File: config.mk
export PLATFORM = sky130hd
export DESIGN_NAME = rtq_alarm_qual
export DESIGN_NICKNAME = d
export VERILOG_FILES = /design/src/rtl/rtq_pkg.sv /design/src/rtl/rtq_alarm_qual.sv
export SDC_FILE = /design/constraint.sdc
export NUM_CORES = 1
export LEC_CHECK = 0
export ABC_AREA = 1
export BUFFER_PORTS_ARGS = -buffer_cell sky130_fd_sc_hd__buf_2
export CAP_MARGIN = 10
export CORE_MARGIN = 4
export CORE_UTILIZATION = 55
export CTS_CLUSTER_DIAMETER = 120
export CTS_CLUSTER_SIZE = 30
export DETAILED_ROUTE_END_ITERATION = 8
export GPL_TIMING_DRIVEN = 1
export PLACE_DENSITY = 0.81
export SYNTH_ARGS = -nofsm -noshare
export SYNTH_HDL_FRONTEND = slang
export SYNTH_SLANG_ARGS = --single-unit
File: constraint.sdc
create_clock -name clock_i -period 2.66 [get_ports clock_i]
set_clock_uncertainty 0.05 [all_clocks]
set_input_delay 0.266 -clock clock_i [delete_from_list [all_inputs] [get_ports clock_i]]
set_output_delay 0.266 -clock clock_i [all_outputs]
set_load 0.02 [all_outputs]
File: src/rtl/rtq_pkg.sv
// Package: register map, field layout, reset values and carriers of the alarm qualifier block
package rtq_pkg;
    // ------------------------------------------------------------
    // Register offsets (byte addresses)
    // ------------------------------------------------------------
    localparam logic [7:0] OFS_MODE = 8'h0b;
    localparam logic [7:0] OFS_FLAG = 8'h0c;
    localparam logic [7:0] OFS_MONTH_QUAL = 8'h0d;
    localparam logic [7:0] OFS_CTRL = 8'h10;
    localparam logic [7:0] OFS_WDAY_QUAL = 8'h14;
    localparam logic [7:0] OFS_FWD = 8'h18;
    localparam logic [1:0] FWD_BYTE_LAST = 2'h3;
    // ------------------------------------------------------------
    // Field positions and reset values
    // ------------------------------------------------------------
    localparam int CTRL_RUN = 0;
    localparam int CTRL_SOFT_RST = 1;
    localparam int CTRL_WAKE = 2;
    localparam int CTRL_ALARM_EN = 3;
    localparam int MODE_DST = 0;
    localparam int MODE_H24 = 1;
    localparam int MODE_BIN = 2;
    localparam int FLAG_ALARM = 5;
    localparam int HOUR_PM = 7;
    localparam logic [7:0] WDAY_DC_RESET = 8'hff;
    localparam logic [1:0] WDAY_DC_TOP = 2'h3;
    localparam logic [7:0] WDAY_MIN = 8'h01;
    localparam logic [7:0] WDAY_MAX = 8'h07;
    localparam logic [5:0] MONTH_DC = 6'h00;
    localparam logic [2:0] SOFT_RST_CYCLES = 3'h4;
    localparam logic [1:0] STEP_NONE = 2'h0;
    localparam logic [1:0] STEP_ONE = 2'h1;
    localparam logic [1:0] STEP_TWO = 2'h2;
    // ------------------------------------------------------------
    // Carriers
    // ------------------------------------------------------------
    // Current counter contents, binary, hours bit 7 is PM in 12-hour mode
    typedef struct packed {
        logic [7:0] hours;
        logic [7:0] month;
        logic [7:0] weekday;
        logic [2:0] week;
    } rtq_now_t;
    // Spring-forward match register layout
    typedef struct packed {
        logic ampm;
        logic [6:0] hour;
        logic [4:0] rsv_hi;
        logic [2:0] week;
        logic [4:0] rsv_lo;
        logic [2:0] wday;
        logic [7:0] month;
    } rtq_fwd_t;
    localparam rtq_fwd_t FWD_RESET = '0;
endpackage : rtq_pkg

File: src/rtl/rtq_alarm_qual.sv
// Alarm qualifiers, clock block control and spring-forward daylight-saving logic
//
// Decided for this implementation: the plain strobed port.
`timescale 1ns/100ps
// Behaviour
// - Nonzero month qualifier must equal month counter
// - Month qualifier zero means don't-care, reset
// - Control bit 3 switches alarm features
// - Control bit 2 routes alarm to wake
// - Control bit 1 resets all but control
// - Soft reset bit self-clears, only power reset
// - Control bit 0 low halts internal operation
// - Weekday qualifier 1..7 must equal weekday
// - Top bits 11 make weekday don't-care, FFh
// - Bit 31 matches PM when 12-hour written
// - Bits 30:24 hour match, converted at write
// - Bits 18:16 match week of month
// - Bits 10:8 match weekday bits 2:0
// - Bits 7:0 match month counter
// - All fields match: advance one extra hour
// - Word or single byte writes accepted
// - Month and hour converted per format once
// - Alarm inside skipped hour never fires
// - Mode bit 0 enables daylight-saving, off reset
// - Mode bit 2 selects binary or BCD
// - Alarm flag sets on event, read clears
module rtq_alarm_qual
    import rtq_pkg::*;
(
    input wire logic clock_i,
    input wire logic nrst_i,
    input wire logic [7:0] addr_i,
    input wire logic [31:0] wdata_i,
    input wire logic wr_i,
    input wire logic wr_byte_i,
    input wire logic rd_i,
    output logic [31:0] rdata_o,
    input wire rtq_now_t now_i,
    input wire logic tod_match_i,
    input wire logic hour_tick_i,
    output logic alarm_event_o,
    output logic alarm_to_wake_circuit_o,
    output logic [1:0] hour_step_o,
    output logic block_run_o,
    output logic rtc_reset_o
);
    // ------------------------------------------------------------
    // Helpers
    // ------------------------------------------------------------
    function automatic logic [7:0] to_internal(input logic [7:0] v, input logic bin);
        logic [7:0] tens;
        tens = {4'h0, v[7:4]};
        to_internal = bin ? v : 8'((tens << 3) + (tens << 1) + {4'h0, v[3:0]});
    endfunction : to_internal

    // ------------------------------------------------------------
    // State
    // ------------------------------------------------------------
    logic run_en;
    logic soft_rst;
    logic wake_en;
    logic alarm_en;
    logic [2:0] rst_cnt;
    logic [2:0] mode;
    logic alarm_flag;
    logic [5:0] month_qual;
    logic [7:0] wday_qual;
    rtq_fwd_t fwd;
    logic fwd_12h;
    rtq_fwd_t next_fwd;
    logic next_fwd_12h;
    logic wr_fwd;
    logic month_ok;
    logic wday_ok;
    logic fwd_hit;
    logic fwd_fire;
    logic alarm_hit;
    logic flag_rd;

    assign rtc_reset_o = soft_rst;
    assign block_run_o = run_en;
    assign flag_rd = rd_i && addr_i == OFS_FLAG;

    // ------------------------------------------------------------
    // Control register: not touched by the block reset it starts
    // ------------------------------------------------------------
    always_ff @(posedge clock_i or negedge nrst_i) begin
        if (!nrst_i) begin
            run_en <= 1'b0;
            wake_en <= 1'b0;
            alarm_en <= 1'b0;
        end else if (wr_i && addr_i == OFS_CTRL) begin
            run_en <= wdata_i[CTRL_RUN];
            wake_en <= wdata_i[CTRL_WAKE];
            alarm_en <= wdata_i[CTRL_ALARM_EN];
        end
    end

    // A write of one during a running reset restarts the count
    always_ff @(posedge clock_i or negedge nrst_i) begin
        if (!nrst_i) begin
            soft_rst <= 1'b0;
            rst_cnt <= 3'h0;
        end else if (wr_i && addr_i == OFS_CTRL && wdata_i[CTRL_SOFT_RST]) begin
            soft_rst <= 1'b1;
            rst_cnt <= SOFT_RST_CYCLES;
        end else if (soft_rst) begin
            rst_cnt <= rst_cnt - 3'h1;
            if (rst_cnt == 3'h1) begin
                soft_rst <= 1'b0;
            end
        end
    end

    // ------------------------------------------------------------
    // Qualifier and mode registers, cleared by the block reset
    // ------------------------------------------------------------
    always_ff @(posedge clock_i or negedge nrst_i) begin
        if (!nrst_i) begin
            month_qual <= MONTH_DC;
        end else if (soft_rst) begin
            month_qual <= MONTH_DC;
        end else if (wr_i && addr_i == OFS_MONTH_QUAL) begin
            month_qual <= wdata_i[5:0];
        end
    end

    always_ff @(posedge clock_i or negedge nrst_i) begin
        if (!nrst_i) begin
            wday_qual <= WDAY_DC_RESET;
        end else if (soft_rst) begin
            wday_qual <= WDAY_DC_RESET;
        end else if (wr_i && addr_i == OFS_WDAY_QUAL) begin
            wday_qual <= (wdata_i[7:6] == WDAY_DC_TOP) ? WDAY_DC_RESET : wdata_i[7:0];
        end
    end

    always_ff @(posedge clock_i or negedge nrst_i) begin
        if (!nrst_i) begin
            mode <= 3'h0;
        end else if (soft_rst) begin
            mode <= 3'h0;
        end else if (wr_i && addr_i == OFS_MODE) begin
            mode <= wdata_i[2:0];
        end
    end

    // ------------------------------------------------------------
    // Spring-forward register: word write at base, byte writes at base+n
    // ------------------------------------------------------------
    assign wr_fwd = wr_i && addr_i[7:2] == OFS_FWD[7:2] && (wr_byte_i || addr_i[1:0] == 2'h0);

    always_comb begin
        logic [31:0] raw;
        logic [7:0] hbyte;
        raw = fwd;
        hbyte = 8'h00;
        next_fwd_12h = fwd_12h;
        if (!wr_byte_i) begin
            raw = wdata_i;
        end else begin
            case (addr_i[1:0])
                2'h0: raw[7:0] = wdata_i[7:0];
                2'h1: raw[15:8] = wdata_i[7:0];
                2'h2: raw[23:16] = wdata_i[7:0];
                default: raw[31:24] = wdata_i[7:0];
            endcase
        end
        next_fwd = raw;
        next_fwd.rsv_hi = '0;
        next_fwd.rsv_lo = '0;
        // Month and hour follow the format in force now; week and weekday stay raw
        if (!wr_byte_i || addr_i[1:0] == 2'h0) begin
            next_fwd.month = to_internal(raw[7:0], mode[MODE_BIN]);
        end
        if (!wr_byte_i || addr_i[1:0] == FWD_BYTE_LAST) begin
            hbyte = to_internal({1'b0, raw[30:24]}, mode[MODE_BIN]);
            next_fwd.hour = hbyte[6:0];
            next_fwd_12h = !mode[MODE_H24];
        end
    end

    always_ff @(posedge clock_i or negedge nrst_i) begin
        if (!nrst_i) begin
            fwd <= FWD_RESET;
            fwd_12h <= 1'b0;
        end else if (soft_rst) begin
            fwd <= FWD_RESET;
            fwd_12h <= 1'b0;
        end else if (wr_fwd) begin
            fwd <= next_fwd;
            fwd_12h <= next_fwd_12h;
        end
    end

    // ------------------------------------------------------------
    // Matching
    // ------------------------------------------------------------
    // No don't-care fields here: software must load them all first
    assign fwd_hit = fwd.hour == now_i.hours[6:0]
        && (!fwd_12h || fwd.ampm == now_i.hours[HOUR_PM])
        && fwd.week == now_i.week
        && fwd.wday == now_i.weekday[2:0]
        && fwd.month == now_i.month;
    assign fwd_fire = run_en && !soft_rst && mode[MODE_DST] && hour_tick_i && fwd_hit;

    assign month_ok = month_qual == MONTH_DC || {2'h0, month_qual} == now_i.month;
    assign wday_ok = wday_qual < WDAY_MIN || wday_qual > WDAY_MAX || wday_qual == now_i.weekday;
    // The tick that jumps over the hour carries no alarm
    assign alarm_hit = run_en && !soft_rst && alarm_en && tod_match_i && month_ok && wday_ok
        && !fwd_fire;

    // ------------------------------------------------------------
    // Outputs to the counters and the wake logic
    // ------------------------------------------------------------
    always_ff @(posedge clock_i or negedge nrst_i) begin
        if (!nrst_i) begin
            hour_step_o <= STEP_NONE;
        end else if (fwd_fire) begin
            hour_step_o <= STEP_TWO;
        end else if (run_en && !soft_rst && hour_tick_i) begin
            hour_step_o <= STEP_ONE;
        end else begin
            hour_step_o <= STEP_NONE;
        end
    end

    always_ff @(posedge clock_i or negedge nrst_i) begin
        if (!nrst_i) begin
            alarm_event_o <= 1'b0;
            alarm_to_wake_circuit_o <= 1'b0;
        end else begin
            alarm_event_o <= alarm_hit;
            alarm_to_wake_circuit_o <= alarm_hit && wake_en;
        end
    end

    // Set beats the read that would clear it
    always_ff @(posedge clock_i or negedge nrst_i) begin
        if (!nrst_i) begin
            alarm_flag <= 1'b0;
        end else if (soft_rst) begin
            alarm_flag <= 1'b0;
        end else if (alarm_hit) begin
            alarm_flag <= 1'b1;
        end else if (flag_rd) begin
            alarm_flag <= 1'b0;
        end
    end

    // ------------------------------------------------------------
    // Read port: data in the cycle after the strobe only
    // ------------------------------------------------------------
    always_ff @(posedge clock_i or negedge nrst_i) begin
        if (!nrst_i) begin
            rdata_o <= 32'h0000_0000;
        end else if (!rd_i) begin
            rdata_o <= 32'h0000_0000;
        end else begin
            case (addr_i)
                OFS_MODE: rdata_o <= {29'h0, mode};
                OFS_FLAG: rdata_o <= 32'(alarm_flag) << FLAG_ALARM;
                OFS_MONTH_QUAL: rdata_o <= {26'h0, month_qual};
                OFS_CTRL: rdata_o <= {28'h0, alarm_en, wake_en, soft_rst, run_en};
                OFS_WDAY_QUAL: rdata_o <= {24'h0, wday_qual};
                OFS_FWD: rdata_o <= fwd;
                default: rdata_o <= 32'h0000_0000;
            endcase
        end
    end

    // A live hour tick that misses any one field must give the plain step
    logic tick_live;
    assign tick_live = run_en && !soft_rst && hour_tick_i;
endmodule : rtq_alarm_qual

# == Yosys cells after proc, flatten, opt, wreduce, memory -nomap -nowiden ==
# Index checks and enable logic that the tools add are counted.
# word_totals
reg_bits,94
latch_bits,0
ram_bits,0
romBits,0
input_bits,74
out_inout_bits,38
wordCells,132
n_memories,0
# classes
add_sub_neg,5
mul,0
div_mod_pow,0
magnitude_cmp,2
n_eq_ne,22
shift,0
n_mux,33
bitwise_logic,0
reduce_logical,49
# ops
op,count
$pmux W32 S6,1
$mux W32,4
$mux W8,9
$eq A8 B4 Y1 const B,3
$eq A8 B5 Y1 const B,3
$logic_and A1 B1 Y1,23
$eq A8 B8 Y1,2
$mux W7,2
$mux W3,4
$mux W6,2
$reduce_bool A2 Y1,6
$mux W1,10
$add A7 B5 Y8,1
$add A8 B4 Y8,1
$eq A6 B8 Y1,1
$gt A8 B3 Y1 const B,1
$lt A8 B1 Y1 const B,1
$reduce_and A2 Y1,4
$add A6 B4 Y7,1
$add A7 B4 Y7,1
$eq A7 B7 Y1,1
$logic_or A1 B1 Y1,7
$eq A2 B2 Y1 const B,3
$eq A3 B3 Y1,2
other kinds (13),18

# == Logic depth before layout (Yosys ltp) ==
# Gate-level depths: netlist (run 1).
# logic_depth
depth_word,11
depth_mapped,17
ltp_nobuf,16

# == Worst setup path before layout (run 1) ==
# No wires, ideal clock.
# synth_timing
path_type,input port to flip-flop
from,in wr_byte_i
to,reg fwd[6] in the netlist's numbering
setup_ps,117
t_arrival_ps,2318
required_ps,2493
slack_ps,175
path_stages,14
n_path_buf,1
cell_sequence,inv_2 nor2_4 inv_2 buf_6 a21oi_2 inv_2 fa_1 fa_1 nor2_1 a211oi_1 xor2_1 nand2_1 nand2_1 nand2_1
# synth_via
elab_chain_len,7
word_cells_on_any_way,12
classes_between,2 x add/sub; 5 x mux; 5 x reduce/logical
# synth_lines
element,line_no,text
from (decl),rtq_alarm_qual.sv:35,"input wire logic wr_byte_i,"
$mux W32,rtq_alarm_qual.sv:159,if (!wr_byte_i) begin
$add A7 B5 Y8,rtq_alarm_qual.sv:53,"to_internal = bin ? v : 8'((tens << 3) + (tens << 1) + {4'h0, v[3:0]});"
$add A8 B4 Y8,rtq_alarm_qual.sv:53,
$mux W8,rtq_alarm_qual.sv:53,
$mux W8,rtq_alarm_qual.sv:173,if (!wr_byte_i || addr_i[1:0] == 2'h0) begin
$mux W32,rtq_alarm_qual.sv:190,end else if (wr_fwd) begin
$mux W32,rtq_alarm_qual.sv:187,end else if (soft_rst) begin
to (signal assigned),rtq_alarm_qual.sv:191,fwd <= next_fwd;
to (decl),rtq_alarm_qual.sv:68,rtq_fwd_t fwd;
# Parallel ways exist; a longest one is shown, timed or not. The select of a mux whose other input is x is not followed.
# A chain may end at the register's enable or synchronous reset.

# == Worst setup path after layout (run 1) ==
# layout_timing
from,reg fwd[28] in the netlist's numbering
to,reg fwd[29] in the netlist's numbering
# layout_via
elab_chain_len,8
# layout_lines
element,line_no,text
$mux W8,rtq_alarm_qual.sv:162,case (addr_i[1:0])
$mux W32,rtq_alarm_qual.sv:159,
$add A6 B4 Y7,rtq_alarm_qual.sv:53,
$add A7 B4 Y7,rtq_alarm_qual.sv:53,
$mux W7,rtq_alarm_qual.sv:53,
$mux W7,rtq_alarm_qual.sv:176,if (!wr_byte_i || addr_i[1:0] == FWD_BYTE_LAST) begin
$mux W32,rtq_alarm_qual.sv:190,
$mux W32,rtq_alarm_qual.sv:187,
# No other way between the ends. The select of a mux whose other input is x is not followed.

==> flow_metrics.py, run 1 <==
metrics = {
    "critical_path": {
        "critPathKind": "reg2reg",
        "r2r_cells": 12,
        "crit_path_max_fanout": 3,
        "critPathMaxStageDelay_ns": 0.50,
        "cp.arrival_ns": 2.66,
        "cp-end-kind": "flop",
        "reg2reg_to": "fwd[29]",
        "r2r_slack_ns": 0.19,
        "timing.rr.start": "fwd[28]",
        "cp_cell_sequence": "o21ai_0, o21a_1, inv_1, fa_1, ha_1, a21oi_1, nor2_1, nor2_1, xor2_1, nand2_1, nand2_1, o21ai_2",
        "cp-start-kind": "flop",
        "crit_path_top_delay_cell": "fa_1",
        "worst_ep_required_time_ns": 2.85,
    },
    "sta": {
        "hold_ws_ns": 0.103,
        "final-setup-viol-count": 0,
        "timing.slew.headroom": 0.536,
        "fin_crit_sh": 0.928,
        "hold_viol": 0,
        "rsz0062_at_grt": "no",
        "finalSetupTns_ns": 0,
        "fmax_mhz": 405,
        "drv_slew": 0,
        "setup_ws_ns": 0.191,
        "period_minus_slack_ns": 2.47,
        "tightest_slew_ns": 0.697,
    },
    "clocking": {
        "cts_resized": 0,
        "cts_setup_buffers": 0,
        "cts_tree": "yes",
        "cts_buffers": 9,
        "clk_pin_slew_ns": 0.09,
        "cts_buffer_depth": 2,
        "h-tree-depth": 3,
        "clkLatencyLatePin_ns": 0.36,
        "ctsRootBufferMaster": "clkbuf_8",
        "ctsHoldBuffers": 1,
        "cts_sinks": 74,
    },
    "global_route": {
        "grt_pass1_vias": 4737,
        "grt_use_total": 0.287,
        "grt_pass1_wl_mm": 23.3,
        "grt_max_degree": 45,
        "antenna_found_initial": 0,
        "gr-total-overflow": 0,
    },
    "min_path": {
        "hold_path.class": "in2reg",
        "whs_endpoint": "wday_qual[4]",
        "hold_start": "wdata_i[4]",
        "hold-path-cell-count": 3,
    },
    "job": {
        "cap_viol_max_count": 0,
    },
    "finish": {
        "syn_to_final_growth_pct": 17.8,
        "nets": 862,
        "stdcell_count": 883,
        "fin_area_mm2": 0.00573,
        "final_core_util": 0.660,
        "fillers": 782,
        "layout-drive-gt1-share": 0.241,
        "regArea_mm2": 0.00186,
        "n_antenna_cell": 0,
        "multi_input_area_mm2": 0.00244,
    },
    "routing": {
        "drtAntennaViolNets": 0,
        "dr.pass1.iters": 5,
        "drt_wl_total_mm": 14.3,
        "avgRoutedWirePerCell_um": 16.2,
        "via_count": 4839,
        "drt-vias-per-instance": 5.48,
        "drc": 0,
        "drt_iter0_markers": 432,
    },
    "die": {
        "die_height_um": 102,
        "dieArea_mm2": 0.0104,
        "core_area_mm2": 0.00868,
        "ioPinCount": 112,
        "row_count": 34,
        "start_util": 0.560,
        "die_x_um": 102,
    },
    "synth": {
        "synth.distinct_cells": 46,
        "ys_seq_area_frac": 0.383,
        "synth_area_leaders": "dfrtp_1 34%, nand2_1 15%, inv_1 8.2%",
        "netlist_area_mm2": 0.00486,
        "synth.top_cell.area_share": 0.340,
        "ys_seq_elements": 74,
        "synthCells": 658,
        "ys_warn_count": 0,
        "synth.largest_area_cell": "dfrtp_1",
        "avgSynthCellArea_um2": 7.39,
    },
    "placement": {
        "portBuffers": 91,
        "hpwl_mm": 11.2,
        "place_ws_ns": -0.0678,
        "routabilityCongestion": 0.974,
        "placed_area_mm2": 0.00550,
        "dp_cells": 866,
    },
    "power": {
        "power_mw": 3.33,
        "vdd_drop_max_mv": 0.265,
        "p_leak_nw": 3.11,
        "p_sw_frac": 0.347,
        "p_switching_mw": 1.15,
        "comb_power_share": 0.269,
        "power_frac_clock": 0.293,
        "intPower_mw": 2.18,
        "powerDensity_mw_per_mm2": 582,
        "p_seq_frac": 0.439,
    },
    "status": {
        "status": "finished, final reports clean",
    },
}
==> cells in the mapped netlist, drive strengths merged <==
cell and number:
nor2 62, a211oi 1, dfstp 8, dfrtp 66, a211o 1, inv 117, o21bai 1, nand3 18
ha 14, o21a 1, a31oi 1, o311ai 1, xnor2 4, nand2 194, o21ai 61, nand4 5
o32ai 1, nor3b 1, clkbuf 3, nor3 20, a22oi 8, a21boi 1, conb 1, fa 4
clkinv 1, buf 17, mux2i 1, o22ai 14, xor2 6, o31ai 6, a21oi 19
==> final cells by class <==
class                           instances  area share
Clock buffer                            9      0.0216
Clock inverter                          7      0.0164
Inverter                              118      0.0780
Multi-Input combinational cell        455       0.425
Sequential cell                        74       0.325
Tap cell                              108      0.0236
Timing Repair Buffer                  112       0.110
==> worst max-delay path by stage <==
stage | startpoint | endpoint | depth (start not counted)
detailed placement | addr_i[0] | fwd[30] | 13
finish | fwd[28] | fwd[29] | 12
global placement | addr_i[0] | fwd[30] | 13
global route | fwd[29] | fwd[30] | 11
floorplan | wr_byte_i | fwd[6] | 14
CTS | fwd[28] | fwd[29] | 12
==> cell usage in the layout, fill, tap and decap left out, types with 11 or more instances in the layout <==
cell type and n:
o22ai_1 14, nand3_1 16, nor3_2 11, o21ai_0 42
inv_1 106, nor2_1 54, ha_1 14, a21oi_1 16
buf_2 91, nand2_1 189, dfrtp_1 66, buf_4 19
==> worst max-delay path, delay by kind of cell (launching register included) <==
kind	cells	cell delay, ns
and+or+nand+nor	4	0.32
adders and majority gates	2	0.82
AOI/OAI and AO/OA	4	0.54
DFF	1	0.41
buffers and inverters	1	0.08
xor gates and xnor gates	1	0.15
==> sequential cells by signal, summed over array words and instances (netlist names), 2 cells and up <==
name         count
fwd             22
rdata_o         22
wday_qual        8
month_qual       6
mode             3
rst_cnt          3
hour_step_o      2
==> per-layer routing <==
metal / part of all wire / global-route usage
met5: 0 / 0
met3: 0.089 / 0.0416
met2: 0.48 / 0.474
met1: 0.40 / 0.388
met4: 0.035 / 0.0979
==> kinds of logic after synthesis <==
group           Yosys count  synth area share
compound gates          116             0.147
xor+xnor                 10            0.0180
fa+ha+maj                18            0.0525
buf+inv                 138             0.123
flops                    74             0.383
mux                       1           0.00206
other cells               1          0.000772
simple gates            300             0.274
==> power groups by stage <==
stage / Sequential [mW] / Combinational (mW) / Clock (mW)
global route: 1.48 / 1.02 / 1.04
global placement: 1.47 / 0.836 / 0
detailed placement: 1.47 / 0.883 / 0
floorplan: 1.43 / 0.607 / 0
finish: 1.46 / 0.896 / 0.974
CTS: 1.46 / 0.890 / 0.979
Note: power is estimated with default switching activity, not from simulation.
==> run 2: changes to the inputs <==
PLACE_DENSITY = not set   (was 0.81)
PLACE_DENSITY_LB_ADDON = 0.25   (was not set)
==> flow_metrics.py, run 2 (synthesis results as in run 1) <==
metrics = {
    "status": {
        "status": "finished, final reports clean",
    },
    "routing": {
        "drtAntennaViolNets": 0,
        "drt_wl_total_mm": 14.2,
        "dr.pass1.iters": 6,
        "drc": 0,
        "wl_met3_mm": 1.03,
        "wl_met2_mm": 6.98,
        "avgRoutedWirePerCell_um": 16.1,
        "drt-vias-per-instance": 5.41,
        "top_layer": "met4",
        "met1_length_mm": 5.78,
        "via_count": 4779,
        "drt_iter0_markers": 432,
    },
    "placement": {
        "dp_cells": 866,
        "portBuffers": 91,
        "hpwl_mm": 11.2,
        "routabilityCongestion": 0.982,
    },
    "min_path": {
        "hold_path.class": "in2reg",
        "hold-path-cell-count": 3,
    },
    "finish": {
        "layout_common_cells": "189 x nand2_1, 106 x inv_1, 91 x buf_2",
        "multi_input_area_mm2": 0.00244,
        "top_regs": "fwd (22), rdata_o (22), wday_qual (8)",
        "fillers": 750,
        "layout-drive-gt1-share": 0.240,
        "stdcell_count": 883,
        "syn_to_final_growth_pct": 18.0,
        "n_antenna_cell": 0,
        "regArea_mm2": 0.00186,
        "final_common_cell": "nand2_1",
        "final_core_util": 0.661,
        "nets": 862,
    },
    "critical_path": {
        "crit_path_max_fanout": 2,
        "cp-start-kind": "flop",
        "critPathMaxStageDelay_ns": 0.40,
        "crit_path_frequent_cell": "inv_1",
        "cp.arrival_ns": 2.68,
        "critPathKind": "reg2reg",
        "r2r_cells": 11,
        "cp-end-kind": "flop",
        "crit_path_top_delay_cell": "fa_1",
        "cp_cell_sequence": "inv_1, nand2_1, a31oi_2, inv_1, ha_1, ha_1, fa_1, nand2_1, inv_1, o311ai_1, o21ai_0",
        "worst_ep_required_time_ns": 2.84,
    },
    "sta": {
        "drv_slew": 0,
        "timing.slew.headroom": 0.610,
        "fmax_mhz": 401,
        "period_minus_slack_ns": 2.50,
        "hold_ws_ns": 0.116,
        "hold_viol": 0,
        "final-setup-viol-count": 0,
        "tightest_slew_ns": 0.586,
        "rsz0062_at_grt": "no",
        "fin_crit_sh": 0.939,
    },
    "clocking": {
        "clk_pin_slew_ns": 0.08,
        "cts_tree": "yes",
        "ctsRootBufferMaster": "clkbuf_8",
        "cts_buffers": 9,
        "cts_sinks": 74,
        "h-tree-depth": 3,
        "clkLatencyLatePin_ns": 0.36,
        "cts_buffer_depth": 2,
        "cts_setup_buffers": 0,
    },
    "global_route": {
        "grt_use_total": 0.278,
        "grt_max_degree": 39,
        "gr-total-overflow": 0,
        "grt_pass1_vias": 4666,
        "grt_pass1_wl_mm": 22.4,
        "antenna_found_initial": 0,
    },
    "die": {
        "die_height_um": 102,
        "ioPinCount": 112,
        "core_area_mm2": 0.00868,
        "start_util": 0.560,
        "row_count": 34,
        "die_x_um": 102,
        "dieArea_mm2": 0.0104,
    },
    "power": {
        "vdd_drop_max_mv": 0.307,
        "p_leak_nw": 3.11,
        "powerDensity_mw_per_mm2": 593,
    },
    "job": {
        "cap_viol_max_count": 0,
    },
}
-- run 2: cell count changes in the layout (fill, tap and decap cells not counted), sizes merged --
cell | before | now
clkbuf | 9 | 11
clkinvlp | 2 | 1
clkinv | 4 | 2
bufinv | 2 | 3
-- run 2: what timing repair did --
item / in CTS / in global routing
hold buffers: 1 / 0
hold endpoints to repair: 66 / 0
endpoints found under the setup margin: 0 / 1
gates resized for setup: 0 / 2
-- run 2: power by group --
part	switching [mW]	internal, mW	leakage [nW]	total, mW
registers	0.149	1.32	0.991	1.46
clock network	0.424	0.622	0.114	1.05
logic	0.556	0.334	2.01	0.890
-- run 2: cell type report --
cell class	instances	area share
inverter	118	0.0779
sequential	74	0.325
clock inverter	5	0.0179
clock buffer	11	0.0229
tap	108	0.0236
multi-input combinational	455	0.426
timing repair buffer	112	0.107
-- run 2: routing by layer --
layer / global-route usage / vias to the layer above
li1: - / 2282
met1: 0.354 / 2227
met2: 0.472 / 239
met3: 0.0526 / 31
met4: 0.0979 / 0
met5: 0 / -
-- run 2: path summary, 6_finish.rpt --
path                             from            to  slack (ns)
setup / recovery              fwd[29]       fwd[30]        0.16
hold / removal             wdata_i[4]  wday_qual[4]        0.12
setup reg to reg              fwd[29]       fwd[30]        0.16
hold reg to reg               fwd_12h       fwd_12h        0.45
max in group asynchronous      nrst_i  wday_qual[3]        1.73
min in group asynchronous      nrst_i    rdata_o[3]        0.45
-- run 2: stage by stage --
stage          TNS [ns]  area, um^2  setup WS (ns)  total power, mW
6_report              0        5740          0.163             3.40
5_1_grt               0        5740         0.0101             3.60
4_1_cts               0        5730          0.132             3.40
3_5_place_dp     -0.190        5490        -0.0867             2.35
3_3_place_gp          0        5490         0.0401             2.30
2_1_floorplan         0        4890          0.175             2.04
-- run 2: critical path: cells and delay by family (launching register included) --
kind            cells  cell delay, ns
fa+ha+maj           3            0.95
compound gates      3            0.59
flops               1            0.39
buf+inv             3            0.23
simple gates        2            0.14
==> run 3: changes to the inputs <==
CORE_UTILIZATION = 59   (was 55)
clock period = 2.95 ns   (was 2.66 ns; I/O delays follow)
==> flow_metrics.py, run 3 (synthesis results as in run 1) <==
metrics = {
    "sta": {
        "timing.slew.headroom": 0.507,
        "fin_crit_sh": 0.891,
        "hold_ws_ns": 0.121,
        "period_minus_slack_ns": 2.63,
        "final-setup-viol-count": 0,
        "rsz0062_at_grt": "no",
        "fmax_mhz": 380,
        "tightest_slew_ns": 0.740,
        "finalSetupTns_ns": 0,
        "drv_slew": 0,
        "hold_viol": 0,
    },
    "routing": {
        "drc": 0,
        "drt_wl_total_mm": 14.6,
        "avgRoutedWirePerCell_um": 16.9,
        "drt_iter0_markers": 358,
        "dr.pass1.iters": 7,
        "via_count": 4806,
        "drt-vias-per-instance": 5.58,
        "drtAntennaViolNets": 0,
    },
    "finish": {
        "syn_to_final_growth_pct": 15.9,
        "fillers": 641,
        "layout_common_cells": "189 x nand2_1, 106 x inv_1, 91 x buf_2",
        "layout-drive-gt1-share": 0.224,
        "nets": 847,
        "final_common_cell": "nand2_1",
        "n_antenna_cell": 0,
        "fin_area_mm2": 0.00563,
        "final_core_util": 0.718,
        "top_regs": "fwd (22), rdata_o (22), wday_qual (8)",
    },
    "clocking": {
        "clk_pin_slew_ns": 0.09,
        "h-tree-depth": 3,
        "cts_resized": 0,
        "cts_buffer_depth": 2,
        "clkLatencyLatePin_ns": 0.36,
        "cts_sinks": 74,
        "ctsHoldBuffers": 1,
        "ctsRootBufferMaster": "clkbuf_8",
        "cts_tree": "yes",
        "cts_buffers": 9,
        "cts_setup_buffers": 0,
    },
    "global_route": {
        "grt_max_degree": 45,
        "gr-total-overflow": 0,
        "grt_use_total": 0.305,
        "antenna_found_initial": 0,
        "grt_pass1_vias": 4797,
        "grt_pass1_wl_mm": 23.4,
    },
    "power": {
        "comb_power_share": 0.255,
        "p_leak_nw": 3.05,
        "intPower_mw": 2.06,
        "vdd_drop_max_mv": 0.368,
        "power_frac_clock": 0.318,
        "p_seq_frac": 0.427,
        "p_switching_mw": 1.03,
        "p_sw_frac": 0.333,
        "powerDensity_mw_per_mm2": 548,
    },
    "die": {
        "core_area_mm2": 0.00785,
        "row_count": 32,
        "die_height_um": 98.8,
        "ioPinCount": 112,
        "die_x_um": 98.8,
        "start_util": 0.619,
        "dieArea_mm2": 0.00975,
    },
    "placement": {
        "routabilityCongestion": 0.942,
        "hpwl_mm": 11.5,
        "portBuffers": 91,
        "placed_area_mm2": 0.00538,
    },
    "status": {
        "status": "finished, final reports clean",
    },
    "critical_path": {
        "cp-end-kind": "flop",
        "critPathKind": "reg2reg",
        "cp-start-kind": "flop",
        "crit_path_max_fanout": 4,
        "cp.arrival_ns": 2.81,
        "worst_ep_required_time_ns": 3.13,
    },
    "job": {
        "cap_viol_max_count": 0,
    },
    "min_path": {
        "hold_path.class": "in2reg",
    },
}
## run 3: worst paths after layout
path                                   to  cells after the start        start  slack, ns
setup / recovery                  fwd[30]                     11      fwd[29]       0.32
hold / removal             hour_step_o[0]                      3  hour_tick_i       0.12
setup reg to reg                  fwd[30]                     11      fwd[29]       0.32
hold reg to reg                   mode[0]                      2      mode[0]       0.44
max in group asynchronous          fwd[7]                      3       nrst_i       1.68
min in group asynchronous  hour_step_o[0]                      2       nrst_i       0.48
## run 3: per-stage QoR
stage / cells / power (mW) / worst slack, ns
CTS: 862 / 3.08 / 0.346
global route: 862 / 3.26 / 0.130
detailed placement: 845 / 2.11 / 0.0140
global placement: 845 / 2.06 / 0.128
finish: 862 / 3.09 / 0.321
floorplan: 667 / 1.84 / 0.436
## run 3: layout make-up
class                      instances  area [um^2]  share of cell area
clock buffer                      12          145              0.0258
clock inverter                     4         98.8              0.0176
inverter                         118          447              0.0793
multi-input combinational        455         2440               0.433
sequential                        74         1860               0.331
tap                              102          128              0.0227
timing repair buffer              97          515              0.0915
## run 3: power by group through the flow
| stage | combinational, mW | clock, mW | sequential [mW] |
|---|---|---|---|
| detailed placement | 0.775 | 0 | 1.33 |
| finish | 0.788 | 0.981 | 1.32 |
| floorplan | 0.547 | 0 | 1.29 |
| global placement | 0.738 | 0 | 1.33 |
| global route | 0.898 | 1.03 | 1.33 |
| CTS | 0.782 | 0.986 | 1.31 |
## run 3: per-layer routing
metal / global-route usage / vias to the layer above / routed length [um]
li1: - / 2256 / -
met4: 0.132 / 0 / 526
met3: 0.0538 / 49 / 1360
met5: 0 / - / 0
met1: 0.412 / 2223 / 5980
met2: 0.483 / 278 / 6700
## run 3: worst max-delay path, cell delays in order, from the launching register on
cell	delay, ns
dfrtp_1	0.38
inv_1	0.17
nand2_1	0.09
a31oi_1	0.25
inv_1	0.10
ha_1	0.32
ha_1	0.24
fa_1	0.39
nand2_1	0.07
inv_1	0.05
o311ai_1	0.26
o21ai_0	0.13
